<file path="config.mk">
export PLATFORM = sky130hd
export DESIGN_NAME = lin_uart_rx_status_flags
export DESIGN_NICKNAME = d
export VERILOG_FILES = /design/src/design/lin_uart_pkg.sv /design/src/design/lin_uart_rx_status_flags.sv /design/src/design/lin_rx_sampler.sv
export VERILOG_INCLUDE_DIRS = /design/src /design/src/design
export SDC_FILE = /design/constraint.sdc
export NUM_CORES = 1
export LEC_CHECK = 0
export ABC_AREA = 1
export BUFFER_PORTS_ARGS = -buffer_cell sky130_fd_sc_hd__buf_2
export CAP_MARGIN = 5
export CELL_PAD_IN_SITES_DETAIL_PLACEMENT = 0
export CELL_PAD_IN_SITES_GLOBAL_PLACEMENT = 1
export CORE_MARGIN = 5
export CORE_UTILIZATION = 44
export DETAILED_ROUTE_END_ITERATION = 16
export PLACE_DENSITY_LB_ADDON = 0.1
export RECOVER_POWER = 100
export SLEW_MARGIN = 5
export SYNTH_ARGS = -nofsm -noshare
export SYNTH_HDL_FRONTEND = slang
export SYNTH_SLANG_ARGS = --single-unit
</file>
<file path="constraint.sdc">
create_clock -name i_clk -period 5 [get_ports i_clk]
set_input_delay 0.25 -clock i_clk [delete_from_list [all_inputs] [get_ports i_clk]]
set_output_delay 0.25 -clock i_clk [all_outputs]
set_load 0.05 [all_outputs]
</file>
<file path="src/design/lin_uart_params.svh">
`ifndef LIN_UART_PARAMS_SVH
`define LIN_UART_PARAMS_SVH

// ----------------------------------------------------------------
// register word indices (byte address is four times the index)
// ----------------------------------------------------------------
`define IDX_CTRL          3'h0
`define IDX_STATUS_ONE    3'h1
`define IDX_STATUS_TWO    3'h2
`define IDX_MASK_ONE      3'h3
`define IDX_MASK_TWO      3'h4
`define IDX_LIN_TX        3'h5
`define IDX_RX_DATA       3'h6
`define IDX_BAUD          3'h7

// ----------------------------------------------------------------
// field positions and widths
// ----------------------------------------------------------------
`define CTRL_W            5
`define CTRL_RX_EN        0
`define CTRL_PARITY_EN    1
`define CTRL_DMA_RX       2
`define CTRL_DMA_TX       3
`define CTRL_SLEEP        4
`define ST1_W             6
`define ST1_RX_DATA_FULL_FLAG          0
`define ST1_OVERRUN       1
`define ST1_PARITY        2
`define ST1_LIN_RX_READY_FLAG         3
`define ST1_IDLE          4
`define ST1_FRAME         5
`define ST1_LIN_ACT       8
`define ST1_WAKE_ACT      9
`define ST1_DMA_ACT       10
`define ST2_W             5

// ----------------------------------------------------------------
// reset values and timing
// ----------------------------------------------------------------
`define CTRL_RESET        5'h01
`define BAUD_RESET        16'h00A2
`define LIN_TX_RESET      8'h00
`define SAMPLE_LAST       4'hF
`define SAMPLE_MID        4'h7
`define SAMPLE_FLAG       4'h9
`define DATA_LAST         4'h7
`define IDLE_LAST         4'h9

`endif

</file>
<file path="src/design/lin_uart_pkg.sv">
package lin_uart_pkg;
`include "lin_uart_params.svh"

  typedef enum logic [2:0] {
    RX_IDLE   = 3'b000,
    RX_START  = 3'b001,
    RX_DATA   = 3'b010,
    RX_PARITY = 3'b011,
    RX_STOP   = 3'b100
  } rx_state_t;

  typedef struct packed {
    logic [1:0]  sync;
    logic        prev;
    logic [15:0] tcnt;
    logic [3:0]  samp;
    logic [3:0]  bitn;
    logic [7:0]  shreg;
    logic        par;
    rx_state_t   state;
    logic        idle_arm;
    logic [3:0]  icnt;
    logic        done;
    logic [7:0]  data;
    logic        perr;
    logic        ferr;
    logic        idle;
  } rx_regs_t;

  typedef struct packed {
    logic [`CTRL_W-1:0] ctrl;
    logic [15:0]        baud;
    logic [7:0]         lin_tx;
    logic               tx_empty;
    logic [7:0]         rx_buf;
    logic [`ST1_W-1:0]  st1;
    logic [`ST2_W-1:0]  st2;
    logic [`ST1_W-1:0]  msk1;
    logic [`ST2_W-1:0]  msk2;
    logic [`ST2_W-1:0]  pend2;
    logic               lin_act;
    logic               wake_act;
    logic               dma_rx_req;
    logic               dma_tx_req;
    logic               ack;
    logic [31:0]        rdata;
    logic               irq;
  } top_regs_t;

endpackage

</file>
<file path="src/design/lin_uart_rx_status_flags.sv">
`timescale 1ns/100ps
`default_nettype none
`include "lin_uart_params.svh"
module lin_uart_rx_status_flags
  import lin_uart_pkg::*;
(
  // clock and reset
  input  wire logic        i_clk,
  input  wire logic        i_rst_n,
  // avalon-mm slave
  input  wire logic [2:0]  i_avs_address,
  input  wire logic        i_avs_read,
  input  wire logic        i_avs_write,
  input  wire logic [31:0] i_avs_writedata,
  output logic [31:0]      o_avs_readdata,
  output logic             o_avs_waitrequest,
  // serial line
  input  wire logic        i_rx_pin,
  // lin frame engine events
  input  wire logic        i_lin_frame_start,
  input  wire logic        i_lin_frame_done,
  input  wire logic        i_lin_unreq,
  input  wire logic        i_lin_bit_err,
  input  wire logic        i_lin_overflow,
  input  wire logic        i_lin_crc_err,
  input  wire logic        i_lin_cks_err,
  // transmitter
  input  wire logic        i_tx_taken,
  output logic [7:0]       o_lin_tx_data,
  // dma and interrupt
  output logic             o_dma_rx_req,
  output logic             o_dma_tx_req,
  output logic             o_irq
);

  // ----------------------------------------------------------------
  // reset release
  // ----------------------------------------------------------------
  logic [1:0] rst_sync_q;
  logic       rst_n;

  always_ff @(posedge i_clk or negedge i_rst_n)
  begin
    if (!i_rst_n)
    begin
      rst_sync_q <= 2'h0;
    end
    else
    begin
      rst_sync_q <= {rst_sync_q[0], 1'b1};
    end
  end
  assign rst_n = rst_sync_q[1];

  // ----------------------------------------------------------------
  // receiver
  // ----------------------------------------------------------------
  top_regs_t  r_q;
  top_regs_t  r_d;
  logic       rx_done;
  logic [7:0] rx_data;
  logic       rx_perr;
  logic       rx_ferr;
  logic       rx_idle;
  logic       rx_line;

  lin_rx_sampler u_rx (
    .i_clk       (i_clk),
    .i_rst_n     (rst_n),
    .i_rx_pin    (i_rx_pin),
    .i_enable    (r_q.ctrl[`CTRL_RX_EN]),
    .i_parity_en (r_q.ctrl[`CTRL_PARITY_EN]),
    .i_divisor   (r_q.baud),
    .o_done      (rx_done),
    .o_data      (rx_data),
    .o_par_err   (rx_perr),
    .o_frame_err (rx_ferr),
    .o_idle      (rx_idle),
    .o_line      (rx_line)
  );

  // ----------------------------------------------------------------
  // register file and flag logic
  // ----------------------------------------------------------------
  logic              req;
  logic              fin;
  logic              wr_fin;
  logic              rd_fin;
  logic              dma_rx;
  logic              full;
  logic [`ST1_W-1:0] set1;
  logic [`ST1_W-1:0] clr1;
  logic [`ST2_W-1:0] lin_ev;
  logic [`ST2_W-1:0] clr2;
  logic [31:0]       st1_word;
  logic [31:0]       mux;

  always_comb
  begin
    r_d      = r_q;
    req      = i_avs_read | i_avs_write;
    // access completes on the edge where waitrequest is seen low
    fin      = req & r_q.ack;
    wr_fin   = fin & i_avs_write;
    rd_fin   = fin & i_avs_read;
    dma_rx   = r_q.ctrl[`CTRL_DMA_RX];
    full     = dma_rx ? r_q.dma_rx_req : r_q.st1[`ST1_RX_DATA_FULL_FLAG];
    lin_ev   = {i_lin_cks_err, i_lin_crc_err, i_lin_overflow,
                i_lin_bit_err, i_lin_unreq};
    set1     = '0;
    clr1     = '0;
    clr2     = '0;
    st1_word = '0;
    st1_word[`ST1_W-1:0]   = r_q.st1;
    st1_word[`ST1_LIN_ACT] = r_q.lin_act;
    st1_word[`ST1_WAKE_ACT] = r_q.wake_act;
    st1_word[`ST1_DMA_ACT] = r_q.dma_rx_req | r_q.dma_tx_req;

    // lin errors wait for the closing stop bit
    r_d.pend2 = r_q.pend2 | lin_ev;
    if (rx_done)
    begin
      r_d.rx_buf = rx_data;
      set1[`ST1_OVERRUN] = full;
      set1[`ST1_PARITY]  = rx_perr;
      set1[`ST1_RX_DATA_FULL_FLAG]    = ~dma_rx;
      set1[`ST1_LIN_RX_READY_FLAG]   = ~dma_rx;
      r_d.pend2 = lin_ev;
    end
    set1[`ST1_FRAME] = rx_ferr;
    set1[`ST1_IDLE]  = rx_idle;

    // bus side
    r_d.ack = req & ~r_q.ack;
    case (i_avs_address)
      `IDX_CTRL:       mux = {27'h0, r_q.ctrl};
      `IDX_STATUS_ONE: mux = st1_word;
      `IDX_STATUS_TWO: mux = {27'h0, r_q.st2};
      `IDX_MASK_ONE:   mux = {26'h0, r_q.msk1};
      `IDX_MASK_TWO:   mux = {27'h0, r_q.msk2};
      `IDX_LIN_TX:     mux = {24'h0, r_q.lin_tx};
      `IDX_RX_DATA:    mux = {24'h0, r_q.rx_buf};
      `IDX_BAUD:       mux = {16'h0, r_q.baud};
      default:         mux = 32'h0000_0000;
    endcase
    if (req & ~r_q.ack)
    begin
      r_d.rdata = i_avs_read ? mux : 32'h0000_0000;
    end
    if (rd_fin)
    begin
      case (i_avs_address)
        // clear only what the answer showed: a flag set in between survives
        `IDX_STATUS_ONE: clr1 = r_q.rdata[`ST1_W-1:0];
        `IDX_STATUS_TWO: clr2 = r_q.rdata[`ST2_W-1:0];
        `IDX_RX_DATA:
        begin
          clr1[`ST1_RX_DATA_FULL_FLAG]  = 1'b1;
          clr1[`ST1_LIN_RX_READY_FLAG] = 1'b1;
          r_d.dma_rx_req   = 1'b0;
        end
        default: ;
      endcase
    end
    if (wr_fin)
    begin
      case (i_avs_address)
        `IDX_CTRL:     r_d.ctrl = i_avs_writedata[`CTRL_W-1:0];
        `IDX_MASK_ONE: r_d.msk1 = i_avs_writedata[`ST1_W-1:0];
        `IDX_MASK_TWO: r_d.msk2 = i_avs_writedata[`ST2_W-1:0];
        `IDX_BAUD:     r_d.baud = i_avs_writedata[15:0];
        `IDX_LIN_TX:
        begin
          r_d.lin_tx   = i_avs_writedata[7:0];
          r_d.tx_empty = 1'b0;
        end
        default: ;
      endcase
    end

    // sticky flags: a new event beats the read-clear
    r_d.st1 = (r_q.st1 & ~clr1) | set1;
    r_d.st2 = (r_q.st2 & ~clr2) | (rx_done ? r_q.pend2 : '0);

    // dma request for the received byte
    if (rx_done & dma_rx)
    begin
      r_d.dma_rx_req = 1'b1;
    end
    if (i_tx_taken)
    begin
      r_d.tx_empty = 1'b1;
    end
    r_d.dma_tx_req = r_d.ctrl[`CTRL_DMA_TX] & r_d.tx_empty;

    if (i_lin_frame_done)
    begin
      r_d.lin_act = 1'b0;
    end
    if (i_lin_frame_start | (wr_fin & (i_avs_address == `IDX_LIN_TX)))
    begin
      r_d.lin_act = 1'b1;
    end
    r_d.wake_act = r_q.ctrl[`CTRL_SLEEP] & ~rx_line;

    r_d.irq = |(r_d.st1 & r_d.msk1) | |(r_d.st2 & r_d.msk2);
  end

  always_ff @(posedge i_clk or negedge rst_n)
  begin
    if (!rst_n)
    begin
      r_q          <= '0;
      r_q.ctrl     <= `CTRL_RESET;
      r_q.baud     <= `BAUD_RESET;
      r_q.lin_tx   <= `LIN_TX_RESET;
      r_q.tx_empty <= 1'b1;
    end
    else
    begin
      r_q <= r_d;
    end
  end

  assign o_avs_readdata    = r_q.rdata;
  assign o_avs_waitrequest = ~r_q.ack;
  assign o_lin_tx_data     = r_q.lin_tx;
  assign o_dma_rx_req      = r_q.dma_rx_req;
  assign o_dma_tx_req      = r_q.dma_tx_req;
  assign o_irq             = r_q.irq;
endmodule
`default_nettype wire

</file>
<file path="src/design/lin_rx_sampler.sv">
`timescale 1ns/100ps
`default_nettype none
`include "lin_uart_params.svh"
module lin_rx_sampler
  import lin_uart_pkg::*;
(
  // clock and reset
  input  wire logic        i_clk,
  input  wire logic        i_rst_n,
  // line and setup
  input  wire logic        i_rx_pin,
  input  wire logic        i_enable,
  input  wire logic        i_parity_en,
  input  wire logic [15:0] i_divisor,
  // results
  output logic             o_done,
  output logic [7:0]       o_data,
  output logic             o_par_err,
  output logic             o_frame_err,
  output logic             o_idle,
  output logic             o_line
);

  rx_regs_t r_q;
  rx_regs_t r_d;
  logic     tick;
  logic     bit_end;
  logic     mid;
  logic     line;

  always_comb
  begin
    r_d        = r_q;
    line       = r_q.sync[1];
    tick       = (r_q.tcnt == 16'h0000);
    mid        = tick && (r_q.samp == `SAMPLE_MID);
    bit_end    = tick && (r_q.samp == `SAMPLE_LAST);
    r_d.sync   = {r_q.sync[0], i_rx_pin};
    r_d.prev   = line;
    r_d.done   = 1'b0;
    r_d.perr   = 1'b0;
    r_d.ferr   = 1'b0;
    r_d.idle   = 1'b0;
    r_d.tcnt   = tick ? (i_divisor - 16'h0001) : (r_q.tcnt - 16'h0001);
    if (tick)
    begin
      r_d.samp = r_q.samp + 4'h1;
    end
    case (r_q.state)
      RX_IDLE:
      begin
        if (r_q.idle_arm && bit_end && line)
        begin
          if (r_q.icnt == `IDLE_LAST)
          begin
            r_d.idle     = 1'b1;
            r_d.idle_arm = 1'b0;
          end
          else
          begin
            r_d.icnt = r_q.icnt + 4'h1;
          end
        end
        if (i_enable && !line && r_q.prev)
        begin
          r_d.state    = RX_START;
          r_d.tcnt     = i_divisor - 16'h0001;
          r_d.samp     = 4'h0;
          r_d.par      = 1'b0;
          r_d.idle_arm = 1'b0;
        end
      end
      RX_START:
      begin
        // glitch shorter than half a bit is dropped
        if (mid && line)
        begin
          r_d.state = RX_IDLE;
        end
        else if (bit_end)
        begin
          r_d.state = RX_DATA;
          r_d.bitn  = 4'h0;
        end
      end
      RX_DATA:
      begin
        if (mid)
        begin
          r_d.shreg = {line, r_q.shreg[7:1]};
          r_d.par   = r_q.par ^ line;
        end
        if (bit_end)
        begin
          r_d.bitn = r_q.bitn + 4'h1;
          if (r_q.bitn == `DATA_LAST)
          begin
            r_d.state = i_parity_en ? RX_PARITY : RX_STOP;
          end
        end
      end
      RX_PARITY:
      begin
        if (mid)
        begin
          r_d.par = r_q.par ^ line;
        end
        if (bit_end)
        begin
          r_d.state = RX_STOP;
        end
      end
      RX_STOP:
      begin
        if (tick && (r_q.samp == `SAMPLE_FLAG))
        begin
          r_d.state = RX_IDLE;
          if (line)
          begin
            r_d.done     = 1'b1;
            r_d.data     = r_q.shreg;
            r_d.perr     = i_parity_en & r_q.par;
            r_d.idle_arm = 1'b1;
            r_d.icnt     = 4'h0;
          end
          else
          begin
            r_d.ferr = 1'b1;
          end
        end
      end
      default:
      begin
        r_d.state = RX_IDLE;
      end
    endcase
  end

  always_ff @(posedge i_clk or negedge i_rst_n)
  begin
    if (!i_rst_n)
    begin
      r_q      <= '0;
      r_q.sync <= 2'h3;
      r_q.prev <= 1'b1;
    end
    else
    begin
      r_q <= r_d;
    end
  end

  assign o_done      = r_q.done;
  assign o_data      = r_q.data;
  assign o_par_err   = r_q.perr;
  assign o_frame_err = r_q.ferr;
  assign o_idle      = r_q.idle;
  assign o_line      = r_q.sync[1];
endmodule
`default_nettype wire

</file>
==> results of run 1 <==
-- power groups by stage --
stage	Combinational, mW	Sequential, mW	Clock [mW]
floorplan	0.477	1.44	0
global placement	0.591	1.46	0
detailed placement	0.598	1.46	0
CTS	0.603	1.44	1.24
global route	0.641	1.46	1.30
finish	0.582	1.44	1.22
-- cell families after synthesis --
kind of cell | after synthesis | share of synthesized area (%)
muxes | 2 | 0.2922
other | 2 | 0.1032
AOI/OAI and AO/OA | 173 | 13.31
xor gates and xnor gates | 20 | 2.407
DFF | 145 | 49.99
and+or+nand+nor | 357 | 21.70
buffers and inverters | 163 | 11.00
adders and majority gates | 7 | 1.203
-- stage by stage --
step | hold slack, ns | power (mW) | setup WS, ns | cells | utilization (%)
after global routing | 0.01803 | 3.399 | 1.764 | 1144 | 48.59
final | 0.01998 | 3.237 | 2.022 | 1144 | 48.59
after global placement | 0.03523 | 2.049 | 2.953 | 1110 | 45.94
after CTS | 0.008293 | 3.283 | 2.913 | 1144 | 49.47
after floorplan | -0.04559 | 1.919 | 0.6748 | 884 | -
after detailed placement | 0.03756 | 2.058 | 2.914 | 1110 | 45.94
-- registers in the layout (all words and copies together) (netlist names), 2 cells and up --
name,cells
o_avs_readdata,16
o_lin_tx_data,8
r_q,59
rst_sync_q,2
u_rx.o_data,8
u_rx.r_q,42
-- critical path, cell delays in order --
cell and delay, ns:
clkbuf_1 0.37, inv_1 0.12, nor3_1 0.88, clkinv_1 0.31, nor2_1 0.92, mux2_2 0.42
-- layout make-up --
cell class	count	area, um2	share of cell area (%)
sequential	145	3642	45.69
multi-input combinational	576	2798	35.10
clock buffer	18	429.2	5.384
inverter	107	404.1	5.070
timing repair buffer	64	292.8	3.673
tap	220	275.3	3.453
clock inverter	14	130.1	1.632
-- path summary, 6_finish.rpt --
path | slack, ns | cells past startpoint | endpoint | start
max | 2.02 | 6 | o_lin_tx_data[7] | i_avs_address[0]
min | 0.02 | 2 | r_q[37] | i_lin_frame_done
max reg2reg | 2.16 | 9 | u_rx.o_data[0] | u_rx.r_q[37]
min reg2reg | 0.36 | 0 | rst_sync_q[1] | rst_sync_q[0]
max in group asynchronous | 2.47 | 1 | dma_rx | rst_sync_q[1]
min in group asynchronous | 0.15 | 2 | rst_sync_q[1] | i_rst_n
-- layer usage --
metal | wire length [um] | GRT usage [%]
met1 | 9012 | 28.02
met2 | 8345 | 30.04
met3 | 774 | 3.966
met4 | 235 | 5.201
met5 | 0 | 0
-- layout by cell type, fill, tap and decap left out, drive strengths merged, types with 2 or more instances in the layout --
master / n
nand3: 43
buf: 30
a31oi: 3
nor3: 7
a22oi: 7
dlygate4sd3: 2
xor2: 17
xnor2: 3
dfrtp: 137
nand2: 203
nor2: 87
a21oi: 28
conb: 17
o22ai: 6
or2: 4
clkinv: 7
inv: 111
a211oi: 2
o21ai: 112
ha: 7
nand4: 10
o31ai: 3
o211ai: 2
o21bai: 8
clkinvlp: 2
clkbuf: 50
dfstp: 8
==> flow_summary.yaml, run 1 <==
yosys:
  yosys.area.top_type: "dfrtp_1"
  avgSynthCellArea_um2: 8.375
  netlist_area_um2: 7278
  synth_top_area_share_pct: 47.10
  yosysWarnings: 0
  netlist_instances: 869
  netlist_top_cells_area: "dfrtp_1 (47%), nand2_1 (10%), o21ai_0 (6.5%), inv_1 (5.3%), buf_4 (4.5%)"
  synth_edf_count: 0
  synth_seq_cells: 145
  synth_ff_type: "dfrtp_1"
  yosysUniqueCellTypes: 48
  synthMostInstantiatedCell: "nand2_1"
  ys_seq_area_share_pct: 49.99
  yosys-top-cells-count: "nand2_1 (197), dfrtp_1 (137), inv_1 (102)"
  synthArstFlopShare_pct: 100.0
power:
  seq_power_share_pct: 44.5
  power.share.clock_pct: 37.5
  combPwrFrac_pct: 18.0
  switching_share_pct: 33.35
  cellPowerDensity_nw_per_um2: 406.1
  internal_power_mw: 2.158
  leakagePower_nw: 3.729
  irDropWorstVdd_v: 0.0002698
  p_sw_mw: 1.080
sta:
  post-route-min-period_ns: 2.978
  fin_crit_sh_pct: 59.55
  worst_pin_slew_ns: 1.736
  skew_ns: 0.008210
  setup_violations: 0
  slew_violations: 61
  fin_tns_setup_ns: 0
  fmax_mhz: 335.8
  grt_setup_unrepaired: "false"
  hold_viol: 0
  slew_headroom_pct: -16.17
floorplanning:
  io_pins: 92
  coreArea_um2: 16410
  dieArea_um2: 19210
  die_w_um: 138.6
  start_util_pct: 44.36
  num_rows: 47
  die_y_um: 138.6
critical_path:
  worstPathMaxFanout: 17
  crit_required_ns: 5.30
  startpoint_type: "input pin"
  cp.arrival_ns: 3.28
  endpoint_kind: "flip-flop"
  crit_type: "in2reg"
placement:
  place_congestion: 0.8995
  place_area_um2: 7537
  port_buffers: 59
  place_hpwl_um: 13890
route:
  wl_per_cell_um: 16.06
  drc_errors: 0
  postRouteAntennaNets: 0
  wl_um: 18370
  vias_per_cell: 5.018
  via_count: 5741
  drt_iter0_drc: 372
  dr.pass1.iters: 4
hold_path:
  min_path_type: "in2reg"
clock_network:
  clkLatencyLatePin_ns: 0.42
  cts_resized: 0
  cts_hold_buffers: 2
  cts_buffers: 17
  post-cts-setup-buffer-count: 0
  clockBufferDepth: 2
  htreeDepth: 4
  cts_tree: "yes"
  cts-root-buf: "clkbuf_16"
  clock_sinks: 145
  clkSlewWorstSetupHoldPaths_ns: 0.06
outcome:
  violations: "max-capacitance violations, max-slew violations"
  outcome: "complete, but fails checks"
final_layout:
  diodes: 0
  drive_above_1_share_pct: 9.416
  final_area_um2: 7971
  final_net_count: 966
  nFillCells: 1638
  syn2layout_area_growth_pct: 9.524
grt:
  grt_overflow: 0
  grt_pass1_vias: 5624
  grt_pass1_wl_um: 29940
  grt_max_degree: 81
  antenna_found_initial: 0
  track_usage_pct: 19.40
flow_run:
  drv_cap: 2
Note: power is estimated with default switching activity, not from simulation.
==> run 2: changes to the inputs <==
clock period = 2.8 ns   (was 5 ns; I/O delays follow)
==> flow_summary.yaml, run 2 (same netlist as run 1, synthesis figures left out) <==
route:
  dr.pass1.iters: 5
  vias_per_cell: 4.934
  wl_per_cell_um: 15.95
  drt_iter0_drc: 375
  postRouteAntennaNets: 0
  via_count: 5783
  wl_um: 18700
  drc_errors: 0
final_layout:
  final_cell_mix: "nand2_1 (200), dfrtp_1 (136), o21ai_0 (111)"
  diodes: 0
  largest-register: "r_q"
  largest_reg_flops: 59
  nFillCells: 1601
  final_area_um2: 8289
  final_net_count: 994
  final_common_cell: "nand2_1"
  drive_above_1_share_pct: 9.979
  ff_latch_area_um2: 3642
  multi_input_area_um2: 2838
  finalNonFillerCells: 1172
  syn2layout_area_growth_pct: 13.89
placement:
  port_buffers: 59
  place_area_um2: 7580
  place_hpwl_um: 14020
  place_congestion: 0.8884
  dp.cells: 1114
critical_path:
  crit_type: "in2reg"
  crit_path_frequent_cell: "nor2_1"
  crit_required_ns: 3.15
  max_stage_delay_ns: 0.98
  startpoint_type: "input pin"
  crit_slowest_cell: "nor2_1"
  worstPathMaxFanout: 17
  cp_cell_sequence: "buf_2 > inv_1 > nor3_4 > inv_2 > nor2_1 > nor2_1 > o21ai_0 > dlygate4sd3_1"
  cp.arrival_ns: 2.71
  endpoint_kind: "flip-flop"
power:
  irDropWorstVdd_v: 0.0004469
  finalPower_mw: 5.867
  leakagePower_nw: 3.901
  cellPowerDensity_nw_per_um2: 707.8
floorplanning:
  num_rows: 47
  dieArea_um2: 19210
  start_util_pct: 44.36
  die_w_um: 138.6
  die_y_um: 138.6
  io_pins: 92
  coreArea_um2: 16410
sta:
  slew_violations: 0
  fin_tns_setup_ns: 0
  grt_setup_unrepaired: "false"
  fmax_mhz: 424.0
  hold_viol: 0
  fin_crit_sh_pct: 84.24
  worst_pin_slew_ns: 1.282
  post-route-min-period_ns: 2.359
  setup_violations: 0
  slew_headroom_pct: 14.24
  skew_ns: 0.007544
flow_run:
  drv_cap: 0
grt:
  grt_pass1_wl_um: 31080
  antenna_found_initial: 0
  grt_pass1_vias: 5959
  track_usage_pct: 20.19
  grt_overflow: 0
  grt_max_degree: 50
clock_network:
  clkLatencyLatePin_ns: 0.42
  cts_tree: "yes"
  htreeDepth: 4
  post-cts-setup-buffer-count: 0
  clock_sinks: 145
  clockBufferDepth: 2
  cts_buffers: 17
  cts-root-buf: "clkbuf_16"
  clkSlewWorstSetupHoldPaths_ns: 0.06
  cts_resized: 0
outcome:
  outcome: "completed"
hold_path:
  min_path_type: "in2async"
## run 2: changes by cell type in the layout (fill, tap and decap cells not counted), sizes merged
| cell | before | now |
|---|---|---|
| buf | 30 | 31 |
| inv | 111 | 109 |
| clkbuf | 50 | 54 |
| bufinv | 1 | 2 |
| dlygate4sd3 | 2 | 26 |
## run 2: cell type report
cell class / instances / area share, %
repair buffers: 92 / 6.657
inverters: 107 / 4.875
clock buffers: 19 / 5.343
clock inverters: 13 / 1.630
well taps: 220 / 3.321
multi-input cells: 576 / 34.23
flip-flops and latches: 145 / 43.94
## run 2: path summary, 6_finish.rpt
check | cells after the start | startpoint | slack, ns | endpoint
max | 8 | i_avs_address[0] | 0.44 | r_q[37]
min | 2 | i_rst_n | 0.03 | rst_sync_q[1]
max reg2reg | 5 | r_q[33] | 0.49 | r_q[37]
min reg2reg | 0 | rst_sync_q[1] | 0.35 | u_rx.r_q[23]
max in group asynchronous | 1 | rst_sync_q[1] | 0.79 | o_avs_readdata[9]
min in group i_clk | 3 | i_avs_read | 0.18 | o_avs_readdata[12]
## run 2: metal layers
layer | GRT usage, % | wire (um) | vias to the layer above
met3 | 5.103 | 817 | 13
met5 | 0 | 0 | -
met1 | 27.83 | 9001 | 2768
met2 | 32.19 | 8704 | 111
li1 | - | - | 2891
met4 | 5.149 | 173 | 0
## run 2: critical path: cells and delay by family
kind | cells | cell delay (ns)
buffers and inverters | 4 | 1.00
and+or+nand+nor | 3 | 1.47
AOI/OAI and AO/OA | 1 | 0.11
## run 2: timing repair
item | in CTS | in global routing
endpoints found under the hold margin | 28 | 0
hold buffers | 26 | 0
setup endpoints to repair | 0 | 0
## run 2: where the power goes
group          switching [mW]  internal [mW]
sequential              0.199           2.36
clock                   0.896           1.34
combinational           0.795          0.278
## run 2: per-stage QoR
stage / utilization (%) / hold WS (ns) / setup WS (ns)
floorplan: - / -0.1556 / 0.4011
global placement: 46.20 / -0.07510 / 0.8008
detailed placement: 46.20 / -0.07386 / 0.7249
CTS: 51.31 / 0.006704 / 0.7032
global route: 50.52 / 0.01947 / 0.2946
finish: 50.52 / 0.03036 / 0.4414
==> run 3: changes to the inputs <==
ABC_AREA = 0   (was 1)
CORE_UTILIZATION = 46   (was 44)
clock period = 2.4 ns   (was 2.8 ns; I/O delays follow)
==> flow_summary.yaml, run 3 <==
hold_path:
  holdPathEnd: "r_q[82]"
  hold_path_startpoint: "i_avs_writedata[0]"
  hold_depth: 3
  min_path_type: "in2reg"
route:
  drt_iter0_drc: 374
  via_count: 5346
  drc_errors: 0
  vias_per_cell: 5.411
  wl_um: 17820
  postRouteAntennaNets: 0
  wl_per_cell_um: 18.03
  dr.pass1.iters: 6
clock_network:
  clkSlewWorstSetupHoldPaths_ns: 0.07
  cts_buffers: 17
  htreeDepth: 4
  cts_tree: "yes"
  clock_sinks: 145
  cts-root-buf: "clkbuf_16"
  clockBufferDepth: 2
  clkLatencyLatePin_ns: 0.41
yosys:
  netlist_top_cells_area: "dfrtp_1 (47%), mux2_2 (8.7%), buf_4 (4.3%), nand2_1 (3.8%), dfstp_2 (2.9%)"
  synth_seq_cells: 145
  synth_top_area_share_pct: 47.24
  yosys-top-cells-count: "dfrtp_1 (137), nand2_1 (73), mux2_2 (56)"
  netlist_instances: 681
  yosysUniqueCellTypes: 64
  synth_edf_count: 0
  avgSynthCellArea_um2: 10.66
  ys_seq_area_share_pct: 50.14
  synthMostInstantiatedCell: "dfrtp_1"
  netlist_area_um2: 7257
  synthArstFlopShare_pct: 100.0
  yosys.area.top_type: "dfrtp_1"
  yosysWarnings: 0
  synth_ff_type: "dfrtp_1"
grt:
  grt_max_degree: 60
  grt_overflow: 0
  grt_pass1_wl_um: 28760
  grt_pass1_vias: 5361
  antenna_found_initial: 0
  track_usage_pct: 20.19
placement:
  place_congestion: 0.9436
  port_buffers: 59
  place_ws_ns: 0.1657
  place_hpwl_um: 12970
  place_area_um2: 7724
final_layout:
  ff_latch_area_um2: 3638
  syn2layout_area_growth_pct: 16.47
  nFillCells: 1464
  final_cell_mix: "dfrtp_1 (137), nand2_1 (73), mux2_2 (52)"
  final_common_cell: "dfrtp_1"
  final_net_count: 814
  diodes: 0
  largest-register: "r_q"
  final_area_um2: 8452
  utilization_pct: 53.99
  drive_above_1_share_pct: 21.63
  largest_reg_flops: 59
  multi_input_area_um2: 3168
power:
  irDropWorstVdd_v: 0.0005615
  combPwrFrac_pct: 18.2
  power.share.clock_pct: 37.6
  seq_power_share_pct: 44.2
  leakagePower_nw: 3.777
  cellPowerDensity_nw_per_um2: 812.3
  internal_power_mw: 4.654
  finalPower_mw: 6.866
  switching_share_pct: 32.21
  p_sw_mw: 2.212
floorplanning:
  num_rows: 46
  io_pins: 92
  die_y_um: 135.6
  die_w_um: 135.6
  dieArea_um2: 18390
  start_util_pct: 46.36
  coreArea_um2: 15660
critical_path:
  reg2reg_slack_ns: 0.12
  crit_path_start: "r_q[33]"
  crit_required_ns: 2.71
  critical_path.reg2reg.startpoint: "r_q[33]"
  reg2regPathDepth: 5
  endpoint_kind: "flip-flop"
  cp.arrival_ns: 2.59
  startpoint_type: "flip-flop"
  worstPathMaxFanout: 10
  rr_endpoint: "o_dma_tx_req"
  crit_type: "reg2reg"
sta:
  post-route-min-period_ns: 2.284
  fmax_mhz: 437.8
  fin_tns_setup_ns: 0
  slew_headroom_pct: 18.94
  fin_crit_sh_pct: 95.17
  hold_viol: 0
  grt_setup_unrepaired: "false"
  worst_pin_slew_ns: 1.203
  fin_ws_ns: 0.1159
  skew_ns: 0.009289
  setup_violations: 0
  slew_violations: 0
outcome:
  outcome: "completed"
flow_run:
  drv_cap: 0
run 3: critical path, stage by stage (launching register included):
cell	delay (ns)
dfrtp_1	0.49
clkbuf_1	0.29
nand2_1	0.10
or4b_2	0.87
a21o_1	0.27
and2_1	0.15
run 3: metrics by stage:
step                      hold slack, ns  instances
after CTS                        0.01501        988
after floorplan                  -0.1756        696
after global routing             0.02313        988
after global placement          -0.09516        934
final                            0.02765        988
after detailed placement        -0.09373        934
run 3: worst max path at each step:
stage	endpoint	cells past startpoint
after floorplan	dma_rx	0
after global placement	u_rx.r_q[24]	8
after detailed placement	u_rx.r_q[21]	8
after CTS	u_rx.r_q[21]	8
after global routing	u_rx.r_q[25]	8
final	o_dma_tx_req	5
run 3: routing by layer:
metal / global-route usage [%] / up-vias / wire length, um
li1: - / 2516 / -
met1: 27.72 / 2649 / 7986
met2: 31.94 / 160 / 8551
met3: 4.718 / 21 / 1048
met4: 6.271 / 0 / 231
met5: 0 / - / 0
run 3: kinds of logic after synthesis:
family | count (synthesis) | synth area share (%)
muxes | 71 | 10.93
adders and majority gates | 7 | 1.207
DFF | 145 | 50.14
AOI/OAI and AO/OA | 120 | 11.17
and+or+nand+nor | 213 | 15.81
buffers and inverters | 94 | 7.138
xor gates and xnor gates | 29 | 3.500
other | 2 | 0.1035
run 3: timing repair:
action	4_1_cts	5_1_grt
hold endpoints to repair	26	0
gates resized for setup	0	4
hold buffers	22	0
buffers inserted	0	0
endpoints found under the setup margin	0	2
run 3: final cells by class:
type | instances | area share (%)
clock inverter | 15 | 1.762
clock buffer | 17 | 5.033
tap | 216 | 3.198
timing repair buffer | 113 | 8.364
inverter | 25 | 1.110
multi-input combinational | 457 | 37.48
sequential | 145 | 43.05
run 3: power groups by stage:
stage          clock [mW]  sequential (mW)  combinational [mW]
6_report             2.58             3.03                1.25
2_1_floorplan           0             3.03               0.996
3_3_place_gp            0             3.07                1.25
4_1_cts              2.64             3.04                1.29
3_5_place_dp            0             3.08                1.26
5_1_grt              2.75             3.08                1.36
